--- config.mk ---
export PLATFORM = sky130hd
export DESIGN_NAME = ctm_timer
export DESIGN_NICKNAME = d
export VERILOG_FILES = /design/src/ctm_pkg.sv /design/src/ctm_sync.sv /design/src/ctm_prescale.sv /design/src/ctm_timer.sv
export VERILOG_INCLUDE_DIRS = /design/src /design/src/src
export SDC_FILE = /design/constraint.sdc
export NUM_CORES = 1
export LEC_CHECK = 0
export BUFFER_PORTS_ARGS = -buffer_cell sky130_fd_sc_hd__buf_2
export CAP_MARGIN = 20
export CORE_UTILIZATION = 40
export CTS_CLUSTER_SIZE = 24
export DETAILED_ROUTE_END_ITERATION = 10
export SETUP_SLACK_MARGIN = 0.3
export SLEW_MARGIN = 20
export SYNTH_ARGS = -nofsm -noshare
export SYNTH_HDL_FRONTEND = slang
export SYNTH_SLANG_ARGS = --single-unit
--- constraint.sdc ---
create_clock -name pclk -period 4.55 [get_ports pclk]
set_input_delay 1.365 -clock pclk [delete_from_list [all_inputs] [get_ports pclk]]
set_output_delay 1.365 -clock pclk [all_outputs]
set_load 0.02 [all_outputs]
--- src/ctm_defines.svh ---
// register map, field positions and reset values of the cascaded timer
// assumes: included by bare name from the package and the design files
`ifndef CTM_DEFINES_SVH
`define CTM_DEFINES_SVH
// ==========================================================
// register byte offsets
`define CTM_OFF_LCTL 8'h00
`define CTM_OFF_UCTL 8'h04
`define CTM_OFF_PERL 8'h08
`define CTM_OFF_PERH 8'h0C
`define CTM_OFF_DUTL 8'h10
`define CTM_OFF_DUTH 8'h14
`define CTM_OFF_STS 8'h18
`define CTM_OFF_MASK 8'h1C
`define CTM_OFF_CNT 8'h20
// ==========================================================
// field positions
`define CTM_LO_BYTE 7:0
`define CTM_HI_BYTE 15:8
`define CTM_HALF 15:0
`define CTM_LCTL_SRC 2:0
`define CTM_UCTL_MODE 1:0
`define CTM_UCTL_RUN 3
`define CTM_UCTL_FFI 7
`define CTM_STS_MATCH 0
`define CTM_STS_DUTY 1
`define CTM_STS_BITS 1:0
// ==========================================================
// codes and reset values
`define CTM_SRC_EXT 3'h4
`define CTM_RST_SRC 3'h0
`define CTM_RST_BYTE 8'h00
`define CTM_RST_HALF 16'h0000
`define CTM_RST_WORD 32'h0000_0000
`define CTM_RST_STS 2'h0
`define CTM_BYTE_ONE 9'h001
`define CTM_BYTE_MAX 8'hFF
`define CTM_HALF_MAX 16'hFFFF
`endif

--- src/ctm_pkg.sv ---
// types shared by the cascaded timer modules
// assumes: ctm_defines.svh sits beside it
`include "ctm_defines.svh"
package ctm_pkg;
  // ==========================================================
  // counting modes, top code is illegal and stalls the counter
  typedef enum logic [1:0] {
    CTM_MODE_EVT = 2'h0,
    CTM_MODE_PWM = 2'h1,
    CTM_MODE_PPG = 2'h2
  } ctm_mode_t;
  // apb answer states, one-hot
  typedef enum logic [1:0] {
    CTM_AP_IDLE = 2'h1,
    CTM_AP_RESP = 2'h2
  } ctm_apb_t;
  // ==========================================================
  // whole state of the timer core
  typedef struct packed {
    ctm_apb_t apb;
    logic [31:0] rdata;
    logic slverr;
    logic [2:0] src;
    ctm_mode_t mode;
    logic run;
    logic ffi;
    logic [7:0] per_stage;
    logic [15:0] period;
    logic [7:0] duty_stage;
    logic [15:0] duty_buf;
    logic [15:0] duty_act;
    logic [7:0] cnt_lo;
    logic [7:0] cnt_hi;
    logic ev_d;
    logic tff;
    logic pwm_n;
    logic ppg_n;
    logic [1:0] sts;
    logic [1:0] mask;
    logic irq;
  } ctm_state_t;
  typedef struct packed {
    logic meta;
    logic q;
  } ctm_sync_state_t;
endpackage : ctm_pkg

--- src/ctm_sync.sv ---
// two-stage synchroniser for the event input pin
// assumes: input is asynchronous to pclk
`timescale 1ns/10ps
module ctm_sync (
  input wire logic pclk,
  input wire logic presetn,
  input wire logic async_in,
  output logic sync_out
);
  ctm_pkg::ctm_sync_state_t s_ff;
  ctm_pkg::ctm_sync_state_t nxt_s;
  // ==========================================================
  // stage one feeds stage two only
  always_comb begin
    nxt_s.meta = async_in;
    nxt_s.q = s_ff.meta;
  end
  always_ff @(posedge pclk or negedge presetn) begin
    if (!presetn) begin
      s_ff <= '{meta: 1'h1, q: 1'h1};
    end else begin
      s_ff <= nxt_s;
    end
  end
  assign sync_out = s_ff.q;
endmodule : ctm_sync

--- src/ctm_prescale.sv ---
// divider taps of pclk, one-cycle count strobe for the chosen tap
// assumes: source codes as in ctm_defines.svh; external code handled upstream
`timescale 1ns/10ps
`include "ctm_defines.svh"
module ctm_prescale #(
  parameter int DIV_W = 11
) (
  input wire logic pclk,
  input wire logic presetn,
  input wire logic [2:0] src,
  output logic tick
);
  if (DIV_W < 11) begin : g_chk
    $error("ctm_prescale: DIV_W must be at least 11");
  end
  typedef struct packed {
    logic [DIV_W-1:0] div;
    logic tick;
  } ctm_pre_state_t;
  ctm_pre_state_t s_ff;
  ctm_pre_state_t nxt_s;
  // ==========================================================
  // tap k fires when the low k bits are all ones
  function automatic logic ctm_tap(input logic [DIV_W-1:0] d, input int k);
    logic [DIV_W-1:0] m;
    m = (DIV_W'(1) << k) - DIV_W'(1);
    return (d & m) == m;
  endfunction : ctm_tap
  always_comb begin
    nxt_s = s_ff;
    nxt_s.div = s_ff.div + DIV_W'(1);
    unique case (src)
      3'h0: nxt_s.tick = ctm_tap(s_ff.div, 11);
      3'h1: nxt_s.tick = ctm_tap(s_ff.div, 7);
      3'h2: nxt_s.tick = ctm_tap(s_ff.div, 5);
      3'h3: nxt_s.tick = ctm_tap(s_ff.div, 3);
      3'h5: nxt_s.tick = ctm_tap(s_ff.div, 1);
      3'h6: nxt_s.tick = 1'h1;
      default: nxt_s.tick = 1'h0;
    endcase
  end
  always_ff @(posedge pclk or negedge presetn) begin
    if (!presetn) begin
      s_ff <= '0;
    end else begin
      s_ff <= nxt_s;
    end
  end
  assign tick = s_ff.tick;
endmodule : ctm_prescale

--- src/ctm_timer.sv ---
// cascaded 16-bit timer: event counter, pwm and ppg modes, apb slave
// assumes: apb master on pclk; event pin asynchronous and slow
//
// Summary of operation
// - event mode, running: each falling edge on the event pin adds one to the count
// - event mode, running: count equal to period clears it and raises interrupt
// - event mode period is unbuffered; software leaves it alone while running
// - pwm: duty match toggles; overflow toggles, clears and raises interrupt
// - pwm and ppg pins show the inverse of the toggle flip-flop
// - flip-flop loads from the initial bit and resets to zero
// - pwm duty goes to a buffer while running, moves over at interrupt
// - pwm duty read returns the active value until the next interrupt
// - stopping holds the pin; initial bit changed only by a later write
// - ppg: duty match toggles; period match toggles, clears and interrupts
// - ppg duty and period are unbuffered; software leaves them while running
//
// The register addresses and the APB interface to the registers were decided locally.
`timescale 1ns/10ps
`include "ctm_defines.svh"
module ctm_timer #(
  parameter int DIV_W = 11
) (
  input wire logic pclk,
  input wire logic presetn,
  input wire logic psel,
  input wire logic penable,
  input wire logic pwrite,
  input wire logic [7:0] paddr,
  input wire logic [31:0] pwdata,
  output logic [31:0] prdata,
  output logic pready,
  output logic pslverr,
  input wire logic event_input_pin,
  output logic pulse_width_out_n,
  output logic programmable_pulse_out_n,
  output logic match_interrupt
);
  ctm_pkg::ctm_state_t s_ff;
  ctm_pkg::ctm_state_t nxt_s;
  logic ev_sync;
  logic pre_tick;
  logic tick;
  logic ev_fall;
  logic access;
  logic wr;
  logic rd_sts;
  logic ctl_wr;
  logic duty_commit;
  logic [15:0] duty_new;
  logic [16:0] inc;
  logic hit_duty;
  logic hit_per;
  logic match;
  logic [32:0] rd;

  // ==========================================================
  // pin synchroniser and clock taps
  ctm_sync u_sync (
    .pclk(pclk),
    .presetn(presetn),
    .async_in(event_input_pin),
    .sync_out(ev_sync)
  );

  ctm_prescale #(
    .DIV_W(DIV_W)
  ) u_pre (
    .pclk(pclk),
    .presetn(presetn),
    .src(s_ff.src),
    .tick(pre_tick)
  );

  // ==========================================================
  // functions
  // cascade of two byte counters, result {overflow, high, low}
  function automatic logic [16:0] ctm_inc(input logic [7:0] hi, input logic [7:0] lo);
    logic [8:0] l;
    logic [8:0] h;
    l = {1'h0, lo} + `CTM_BYTE_ONE;
    h = {1'h0, hi} + {8'h00, l[8]};
    return {h, l[7:0]};
  endfunction : ctm_inc

  // read mux, result {unmapped, data}
  function automatic logic [32:0] ctm_rd(input logic [7:0] a, input ctm_pkg::ctm_state_t q);
    logic [31:0] d;
    logic miss;
    d = `CTM_RST_WORD;
    miss = 1'h0;
    unique case (a)
      `CTM_OFF_LCTL: d[`CTM_LCTL_SRC] = q.src;
      `CTM_OFF_UCTL: begin
        d[`CTM_UCTL_MODE] = q.mode;
        d[`CTM_UCTL_RUN] = q.run;
        d[`CTM_UCTL_FFI] = q.ffi;
      end
      `CTM_OFF_PERL: d[`CTM_LO_BYTE] = q.period[`CTM_LO_BYTE];
      `CTM_OFF_PERH: d[`CTM_LO_BYTE] = q.period[`CTM_HI_BYTE];
      `CTM_OFF_DUTL: d[`CTM_LO_BYTE] = q.duty_act[`CTM_LO_BYTE];
      `CTM_OFF_DUTH: d[`CTM_LO_BYTE] = q.duty_act[`CTM_HI_BYTE];
      `CTM_OFF_STS: d[`CTM_STS_BITS] = q.sts;
      `CTM_OFF_MASK: d[`CTM_STS_BITS] = q.mask;
      `CTM_OFF_CNT: d[`CTM_HALF] = {q.cnt_hi, q.cnt_lo};
      default: miss = 1'h1;
    endcase
    return {miss, d};
  endfunction : ctm_rd

  // ==========================================================
  // decode
  always_comb begin
    access = psel & penable & (s_ff.apb == ctm_pkg::CTM_AP_RESP);
    wr = access & pwrite;
    rd_sts = access & ~pwrite & (paddr == `CTM_OFF_STS);
    ctl_wr = wr & (paddr == `CTM_OFF_UCTL);
    duty_commit = wr & (paddr == `CTM_OFF_DUTH);
    duty_new = {pwdata[`CTM_LO_BYTE], s_ff.duty_stage};
    // event mode always counts pin edges; otherwise the chosen source
    ev_fall = s_ff.ev_d & ~ev_sync;
    if ((s_ff.mode == ctm_pkg::CTM_MODE_EVT) || (s_ff.src == `CTM_SRC_EXT)) begin
      tick = ev_fall;
    end else begin
      tick = pre_tick;
    end
    inc = ctm_inc(s_ff.cnt_hi, s_ff.cnt_lo);
    hit_duty = inc[`CTM_HALF] == s_ff.duty_act;
    hit_per = inc[`CTM_HALF] == s_ff.period;
    rd = ctm_rd(paddr, s_ff);
  end

  // ==========================================================
  // next state
  always_comb begin
    nxt_s = s_ff;
    match = 1'h0;
    nxt_s.ev_d = ev_sync;

    // apb: answer one cycle into the access phase, registered data
    unique case (s_ff.apb)
      ctm_pkg::CTM_AP_IDLE: begin
        if (psel && penable) begin
          nxt_s.apb = ctm_pkg::CTM_AP_RESP;
          nxt_s.rdata = pwrite ? `CTM_RST_WORD : rd[31:0];
          nxt_s.slverr = rd[32];
        end
      end
      ctm_pkg::CTM_AP_RESP: begin
        nxt_s.apb = ctm_pkg::CTM_AP_IDLE;
        nxt_s.slverr = 1'h0;
      end
    endcase

    // counting, only while the run bit is set
    if (s_ff.run && tick) begin
      {nxt_s.cnt_hi, nxt_s.cnt_lo} = inc[`CTM_HALF];
      unique case (s_ff.mode)
        ctm_pkg::CTM_MODE_EVT: begin
          if (hit_per) begin
            {nxt_s.cnt_hi, nxt_s.cnt_lo} = `CTM_RST_HALF;
            match = 1'h1;
          end
        end
        ctm_pkg::CTM_MODE_PWM: begin
          if (hit_duty) begin
            nxt_s.tff = ~nxt_s.tff;
          end
          if (inc[16]) begin
            // overflow already wrapped the count to zero
            nxt_s.tff = ~nxt_s.tff;
            match = 1'h1;
            nxt_s.duty_act = s_ff.duty_buf;
          end
        end
        ctm_pkg::CTM_MODE_PPG: begin
          if (hit_duty) begin
            nxt_s.tff = ~nxt_s.tff;
          end
          if (hit_per) begin
            nxt_s.tff = ~nxt_s.tff;
            {nxt_s.cnt_hi, nxt_s.cnt_lo} = `CTM_RST_HALF;
            match = 1'h1;
          end
        end
        default: begin
          // illegal mode code freezes the count
          {nxt_s.cnt_hi, nxt_s.cnt_lo} = {s_ff.cnt_hi, s_ff.cnt_lo};
        end
      endcase
    end

    // register writes, taken at the completing edge
    if (wr) begin
      unique case (paddr)
        `CTM_OFF_LCTL: nxt_s.src = pwdata[`CTM_LCTL_SRC];
        `CTM_OFF_UCTL: begin
          nxt_s.mode = ctm_pkg::ctm_mode_t'(pwdata[`CTM_UCTL_MODE]);
          nxt_s.run = pwdata[`CTM_UCTL_RUN];
          nxt_s.ffi = pwdata[`CTM_UCTL_FFI];
          // the flip-flop is loaded only by a write that finds the counter
          // stopped, so the write that stops it keeps the pin level
          if (!s_ff.run) begin
            nxt_s.tff = pwdata[`CTM_UCTL_FFI];
            if (pwdata[`CTM_UCTL_RUN]) begin
              {nxt_s.cnt_hi, nxt_s.cnt_lo} = `CTM_RST_HALF;
            end
          end
        end
        // low byte waits in a stage; the high byte commits both
        `CTM_OFF_PERL: nxt_s.per_stage = pwdata[`CTM_LO_BYTE];
        `CTM_OFF_PERH: begin
          nxt_s.period = {pwdata[`CTM_LO_BYTE], s_ff.per_stage};
        end
        `CTM_OFF_DUTL: nxt_s.duty_stage = pwdata[`CTM_LO_BYTE];
        `CTM_OFF_DUTH: begin
          nxt_s.duty_buf = duty_new;
          // buffered only for a running pwm; a write landing on the
          // overflow tick wins, so the new duty is never half applied
          if (!(s_ff.run && (s_ff.mode == ctm_pkg::CTM_MODE_PWM)) || match) begin
            nxt_s.duty_act = duty_new;
          end
        end
        `CTM_OFF_MASK: nxt_s.mask = pwdata[`CTM_STS_BITS];
        default: ;
      endcase
    end

    // sticky status, cleared by reading it; a new event wins
    if (rd_sts) begin
      nxt_s.sts = s_ff.sts & ~s_ff.rdata[`CTM_STS_BITS];
    end
    nxt_s.sts[`CTM_STS_MATCH] = nxt_s.sts[`CTM_STS_MATCH] | match;
    nxt_s.sts[`CTM_STS_DUTY] = nxt_s.sts[`CTM_STS_DUTY] | (s_ff.run & tick & hit_duty);
    nxt_s.irq = |(nxt_s.sts & nxt_s.mask);

    // pins are registered straight from the next flip-flop value
    nxt_s.pwm_n = ~nxt_s.tff;
    nxt_s.ppg_n = ~nxt_s.tff;
  end

  // ==========================================================
  // state register
  always_ff @(posedge pclk or negedge presetn) begin
    if (!presetn) begin
      s_ff.apb <= ctm_pkg::CTM_AP_IDLE;
      s_ff.rdata <= `CTM_RST_WORD;
      s_ff.slverr <= 1'h0;
      s_ff.src <= `CTM_RST_SRC;
      s_ff.mode <= ctm_pkg::CTM_MODE_EVT;
      s_ff.run <= 1'h0;
      s_ff.ffi <= 1'h0;
      s_ff.per_stage <= `CTM_RST_BYTE;
      s_ff.period <= `CTM_RST_HALF;
      s_ff.duty_stage <= `CTM_RST_BYTE;
      s_ff.duty_buf <= `CTM_RST_HALF;
      s_ff.duty_act <= `CTM_RST_HALF;
      s_ff.cnt_lo <= `CTM_RST_BYTE;
      s_ff.cnt_hi <= `CTM_RST_BYTE;
      s_ff.ev_d <= 1'h1;
      s_ff.tff <= 1'h0;
      s_ff.pwm_n <= 1'h1;
      s_ff.ppg_n <= 1'h1;
      s_ff.sts <= `CTM_RST_STS;
      s_ff.mask <= `CTM_RST_STS;
      s_ff.irq <= 1'h0;
    end else begin
      s_ff <= nxt_s;
    end
  end

  assign prdata = s_ff.rdata;
  assign pready = s_ff.apb[1];
  assign pslverr = s_ff.slverr;
  assign pulse_width_out_n = s_ff.pwm_n;
  assign programmable_pulse_out_n = s_ff.ppg_n;
  assign match_interrupt = s_ff.irq;

  logic [15:0] cnt;
  logic step_ok;
  assign cnt = {s_ff.cnt_hi, s_ff.cnt_lo};
  assign step_ok = s_ff.run & tick & ~ctl_wr;
endmodule : ctm_timer

# Yosys cells after proc, flatten, opt, wreduce, memory -nomap -nowiden
# Cells that the tools add are included.
[word_totals]
mem_bits_rw = 0
latchBits = 0
elab_cells = 133
mem_count = 0
romBits = 0
register_bits = 144
[op_classes]
n_mul = 0
add_sub_neg = 3
mux = 43
order_cmp = 0
div = 0
reduce_logical = 19
bitwise_logic = 19
n_shift = 0
eq_ne = 25
[op_table]
columns = ["cell", "count"]
rows = [
  ["2-to-1 mux 16 bit", 9],
  ["2-to-1 mux 32 bit", 2],
  ["2-to-1 mux 35 bit", 1],
  ["equality test 16 bit", 2],
  ["equality test 8 x 5 -> 1 bit, second input constant", 4],
  ["one-hot mux 16 bit (2 select lines)", 1],
  ["one-hot mux 1 bit (6 select lines)", 4],
  ["one-hot mux 2 bit (9 select lines)", 1],
  ["equality test 8 x 4 -> 1 bit, second input constant", 2],
  ["2-to-1 mux 1 bit", 16],
  ["one-hot mux 3 bit (5 select lines)", 1],
  ["AND reduction 2 bit", 7],
  ["equality test 3 bit, second input constant", 4],
  ["adder 11 x 1 -> 11 bit, second input constant", 1],
  ["equality test 11 bit, second input constant", 1],
  ["adder 8 x 1 -> 9 bit", 1],
  ["adder 8 x 1 -> 9 bit, second input constant", 1],
  ["OR reduction 9 bit", 1],
  ["bitwise AND 1 bit", 8],
  ["equality test 8 x 3 -> 1 bit, second input constant", 1],
  ["equality test 8 x 6 -> 1 bit, second input constant", 1],
  ["logical NOT 8 bit", 1],
  ["2-to-1 mux 8 bit", 1],
  ["equality test 7 bit, second input constant", 1],
  ["19 further kinds", 37],
]

# Logic depth before layout (Yosys ltp)
[logic_depth]
word_depth = 14
ltp_mapped = 14
ltp_nobuf = 13

# Cells and area by module
# Synthesis repeated with hierarchy kept, for this count alone.
[unflattened]
cells_unflattened = 621
area_unflattened_um2 = 6996.7
[modules_own_cells]
columns = ["mod", "seq_area_each_um2", "cells_per_inst", "area_each_um2", "instances"]
rows = [
  ["ctm_timer", 2856.5, 572, 6381.1, 1],
  ["ctm_prescale", 300.3, 47, 563.0, 1],
  ["ctm_sync", 52.6, 2, 52.6, 1],
]

# Worst setup path after synthesis
# OpenSTA, ideal clock, no wires.
[synth_path]
kind = "reg-to-reg"
start = "register s_ff, in the netlist cnt[1]"
end = "register s_ff[30] (netlist bit)"
path_stages_with_launch = 15
required_time_ns = 4.425
path_slack_ns = 1.018
arrival_ns = 3.407
path_buffers = 1
path_cell_list = "dfrtp_1 > ha_1 > and3_2 > and3_1 > ha_1 > ha_1 > and3_4 > nand3_1 > o21ai_0 > nand4b_1 > nor4_2 > o21ai_2 > a31oi_4 > buf_12 > mux2_4"
[synth_lines]
columns = ["element", "line_no", "source"]
rows = [
  ["from (decl)", "ctm_timer.sv:38", "ctm_pkg::ctm_state_t s_ff;"],
  ["from (signal assigned)", "ctm_timer.sv:267", "s_ff <= nxt_s;"],
]

==> results.toml <==
[setup_path]
crit_path_max_incr_delay_ns = 0.42
crit_path_end_kind = "flop"
worstPathMaxFanout = 16
cp_common_cell = "ha_1"
worstSetupStartpointType = "flop"
crit_slowest_cell = "nor4_2"
cp_cell_sequence = "ha_1, and3_2, and3_1, ha_1, ha_1, and3_4, nand3_1, o21ai_0, nand4b_1, nor4_2, o21ai_2, a31oi_4, buf_12, mux2_2"
worst-setup-path-type = "reg2reg"
cp.arrival_ns = 4.30
required_ns = 4.86

[clock_tree]
post-cts-setup-buffer-count = 0
root_buffer = "clkbuf_16"
cts.sinks = 128
cts-hold-fix-buffers = 0
cts_max_level = 4
clk_path_buf_depth = 2
cts-resized-gates = 0
cts_tree = "yes"
clock_latency_ns = 0.43
clkTransAtPathRegs_ns = 0.06
cts_buffers = 17

[routing]
final_antenna_net_count = 0
via_count = 4903
finalWirelength_um = 17000
drt-pass1-iter-count = 6
drc = 0
drt_iter0_markers = 421
post_drt_wl_per_cell_um = 18.9
via_per_inst = 5.45

[timing]
finalCritPeriodShare_pct = 87.7
worst_slack_ns = 0.560
drv_slew = 0
worst_pin_slew_ns = 0.683
setup_violations = 0
fin_skew_ns = 0.00924
max_freq_mhz = 251
rsz0062_at_grt = "false"
max_slew_margin_pct = 54.5
timing_hold_violations_final = 0
tns_ns = 0
finalCriticalPeriod_ns = 3.99

[global_routing]
grt_overflow = 0
grt_antenna_before_repair = 0
grt_pass1_vias = 4860
grt_usage_pct = 20.0
grt_first_pass_wirelength_um = 27000
grt_max_degree = 129

[synth]
async_reset_ff_share_pct = 100
ys_warn_count = 0
ys_seq_area_share_pct = 45.5
syn_inst = 616
synth_area_um2 = 7050
synth_seq_cells = 128
synth-main-ff-cell = "dfrtp_1"
synth_area_per_cell_um2 = 11.4
synth_cell_type_count = 72
synth_edf_count = 0

[place]
io_buffer_count = 42
globalplace.congestion = 0.889
dp_hpwl_um = 12300
pre_cts_ws_ns = 0.609

[floorplan]
die_w_um = 135
die_area_um2 = 18200
start_util_pct = 40.9
ios = 83
fp.dieH_um = 135
fp-row-count = 48
fp.coreArea_um2 = 17200

[cells_and_area]
fillerInstances = 1563
mostFrequentLayoutCells = "123 x dfrtp_1, 79 x mux2_2, 48 x nand2_1"
final_nets = 718
antenna_cells = 0
area_delta_synth_final_pct = 13.6
final_layout_size_suffix_gt1_share_pct = 31.7
layout_commonest_cell = "dfrtp_1"

[pwr]
power.leakage_nw = 3.80
power_density_nw_per_um2 = 387
p_total_mw = 3.10
peakVddDrop_uv = 260

[status]
status = "completed"

[hold_path]
worstHoldPathType = "reg2reg"

[run]
max-cap-violations = 0
[cells in the mapped netlist (5+ instances only)]
cell type	instances	share of area, %
o21ai_0	15	1.1
nand4_1	8	0.71
a22oi_1	10	1.1
a31oi_1	5	0.44
nor4_1	5	0.44
mux2_2	79	13
nand3_1	23	1.6
buf_4	34	3.6
xor2_1	21	2.6
nor3_1	7	0.50
nor2_1	36	1.9
mux2_4	10	2.1
a22o_1	16	2.0
xnor2_1	29	3.6
inv_1	9	0.48
nand2_1	48	2.6
dfrtp_1	123	44
and3_1	8	0.71
buf_6	6	0.96
a21oi_1	10	0.71
nand2b_1	6	0.53
dfstp_2	5	1.9
ha_1	10	1.8
[final timing paths]
check	slack, ns	depth (start not counted)	endpoint	from
hold / removal	0.36	0	u_sync.sync_out	u_sync.nxt_s[0]
setup / recovery	0.56	14	s_ff[25]	cnt[0]
max in group asynchronous	3.01	2	u_pre.s_ff[11]	presetn
hold reg to reg	0.36	0	u_sync.sync_out	u_sync.nxt_s[0]
setup reg to reg	0.56	14	s_ff[25]	cnt[0]
min in group asynchronous	1.02	2	s_ff[47]	presetn
[critical path: cells and delay by family, from the launching register on]
kind,cells,cell delay [ns]
compound gates,3,0.50
simple gates,6,1.74
buf+inv,1,0.20
mux,1,0.36
flops,1,0.38
fa+ha+maj,3,0.69
[state kept, by name (all words and copies together), names as in the netlist]
| register | cells |
|---|---|
| cnt | 16 |
| duty_new | 8 |
| match_interrupt | 1 |
| prdata | 16 |
| pready | 1 |
| programmable_pulse_out_n | 1 |
| pslverr | 1 |
| s_ff | 70 |
| u_pre.s_ff | 11 |
| u_pre.tick | 1 |
| u_sync.nxt_s | 1 |
| u_sync.sync_out | 1 |
[report_power, final]
group          internal (mW)  switching (mW)  total, mW
Sequential              1.15          0.0156       1.17
Combinational          0.211           0.285      0.496
Clock                  0.884           0.547       1.43
[cell type report]
type	instances	area, um^2	share of cell area [%]
clock buffers	18	439	5.48
inverters	9	33.8	0.422
multi-input cells	440	3430	42.9
repair buffers	66	430	5.38
well taps	225	282	3.52
clock inverters	14	179	2.23
flip-flops and latches	128	3210	40.1
[routing by layer]
layer  track usage, %  vias to the layer above  part of all wire (%)
met5                0                        -                     0
met4             8.11                        0                   2.2
met3             3.72                       24                   5.1
met2             31.0                      165                    46
met1             27.5                     2437                    47
li1                 -                     2277                     -
[stage by stage]
step                      hold slack, ns  util, %  instances  instance area, um^2
after floorplan                    0.345        -        631                 7100
after global placement             0.347     42.9        868                 7390
after detailed placement           0.350     42.9        868                 7390
after CTS                          0.358     46.5        900                 8010
after global routing               0.364     46.5        900                 8010
final                              0.357     46.5        900                 8010
[logic make-up after synthesis]
| logic type | after synthesis | synth area share, % |
|---|---|---|
| other | 1 | 0.0532 |
| AO/OA/AOI/OAI | 91 | 9.68 |
| buffers and inverters | 63 | 6.53 |
| multiplexers | 92 | 15.2 |
| adder cells (fa/ha/maj) | 10 | 1.78 |
| AND/OR/NAND/NOR | 175 | 13.1 |
| flip-flops | 128 | 45.5 |
| XOR/XNOR | 56 | 8.18 |
No activity file was read; power rests on OpenSTA's default activity.
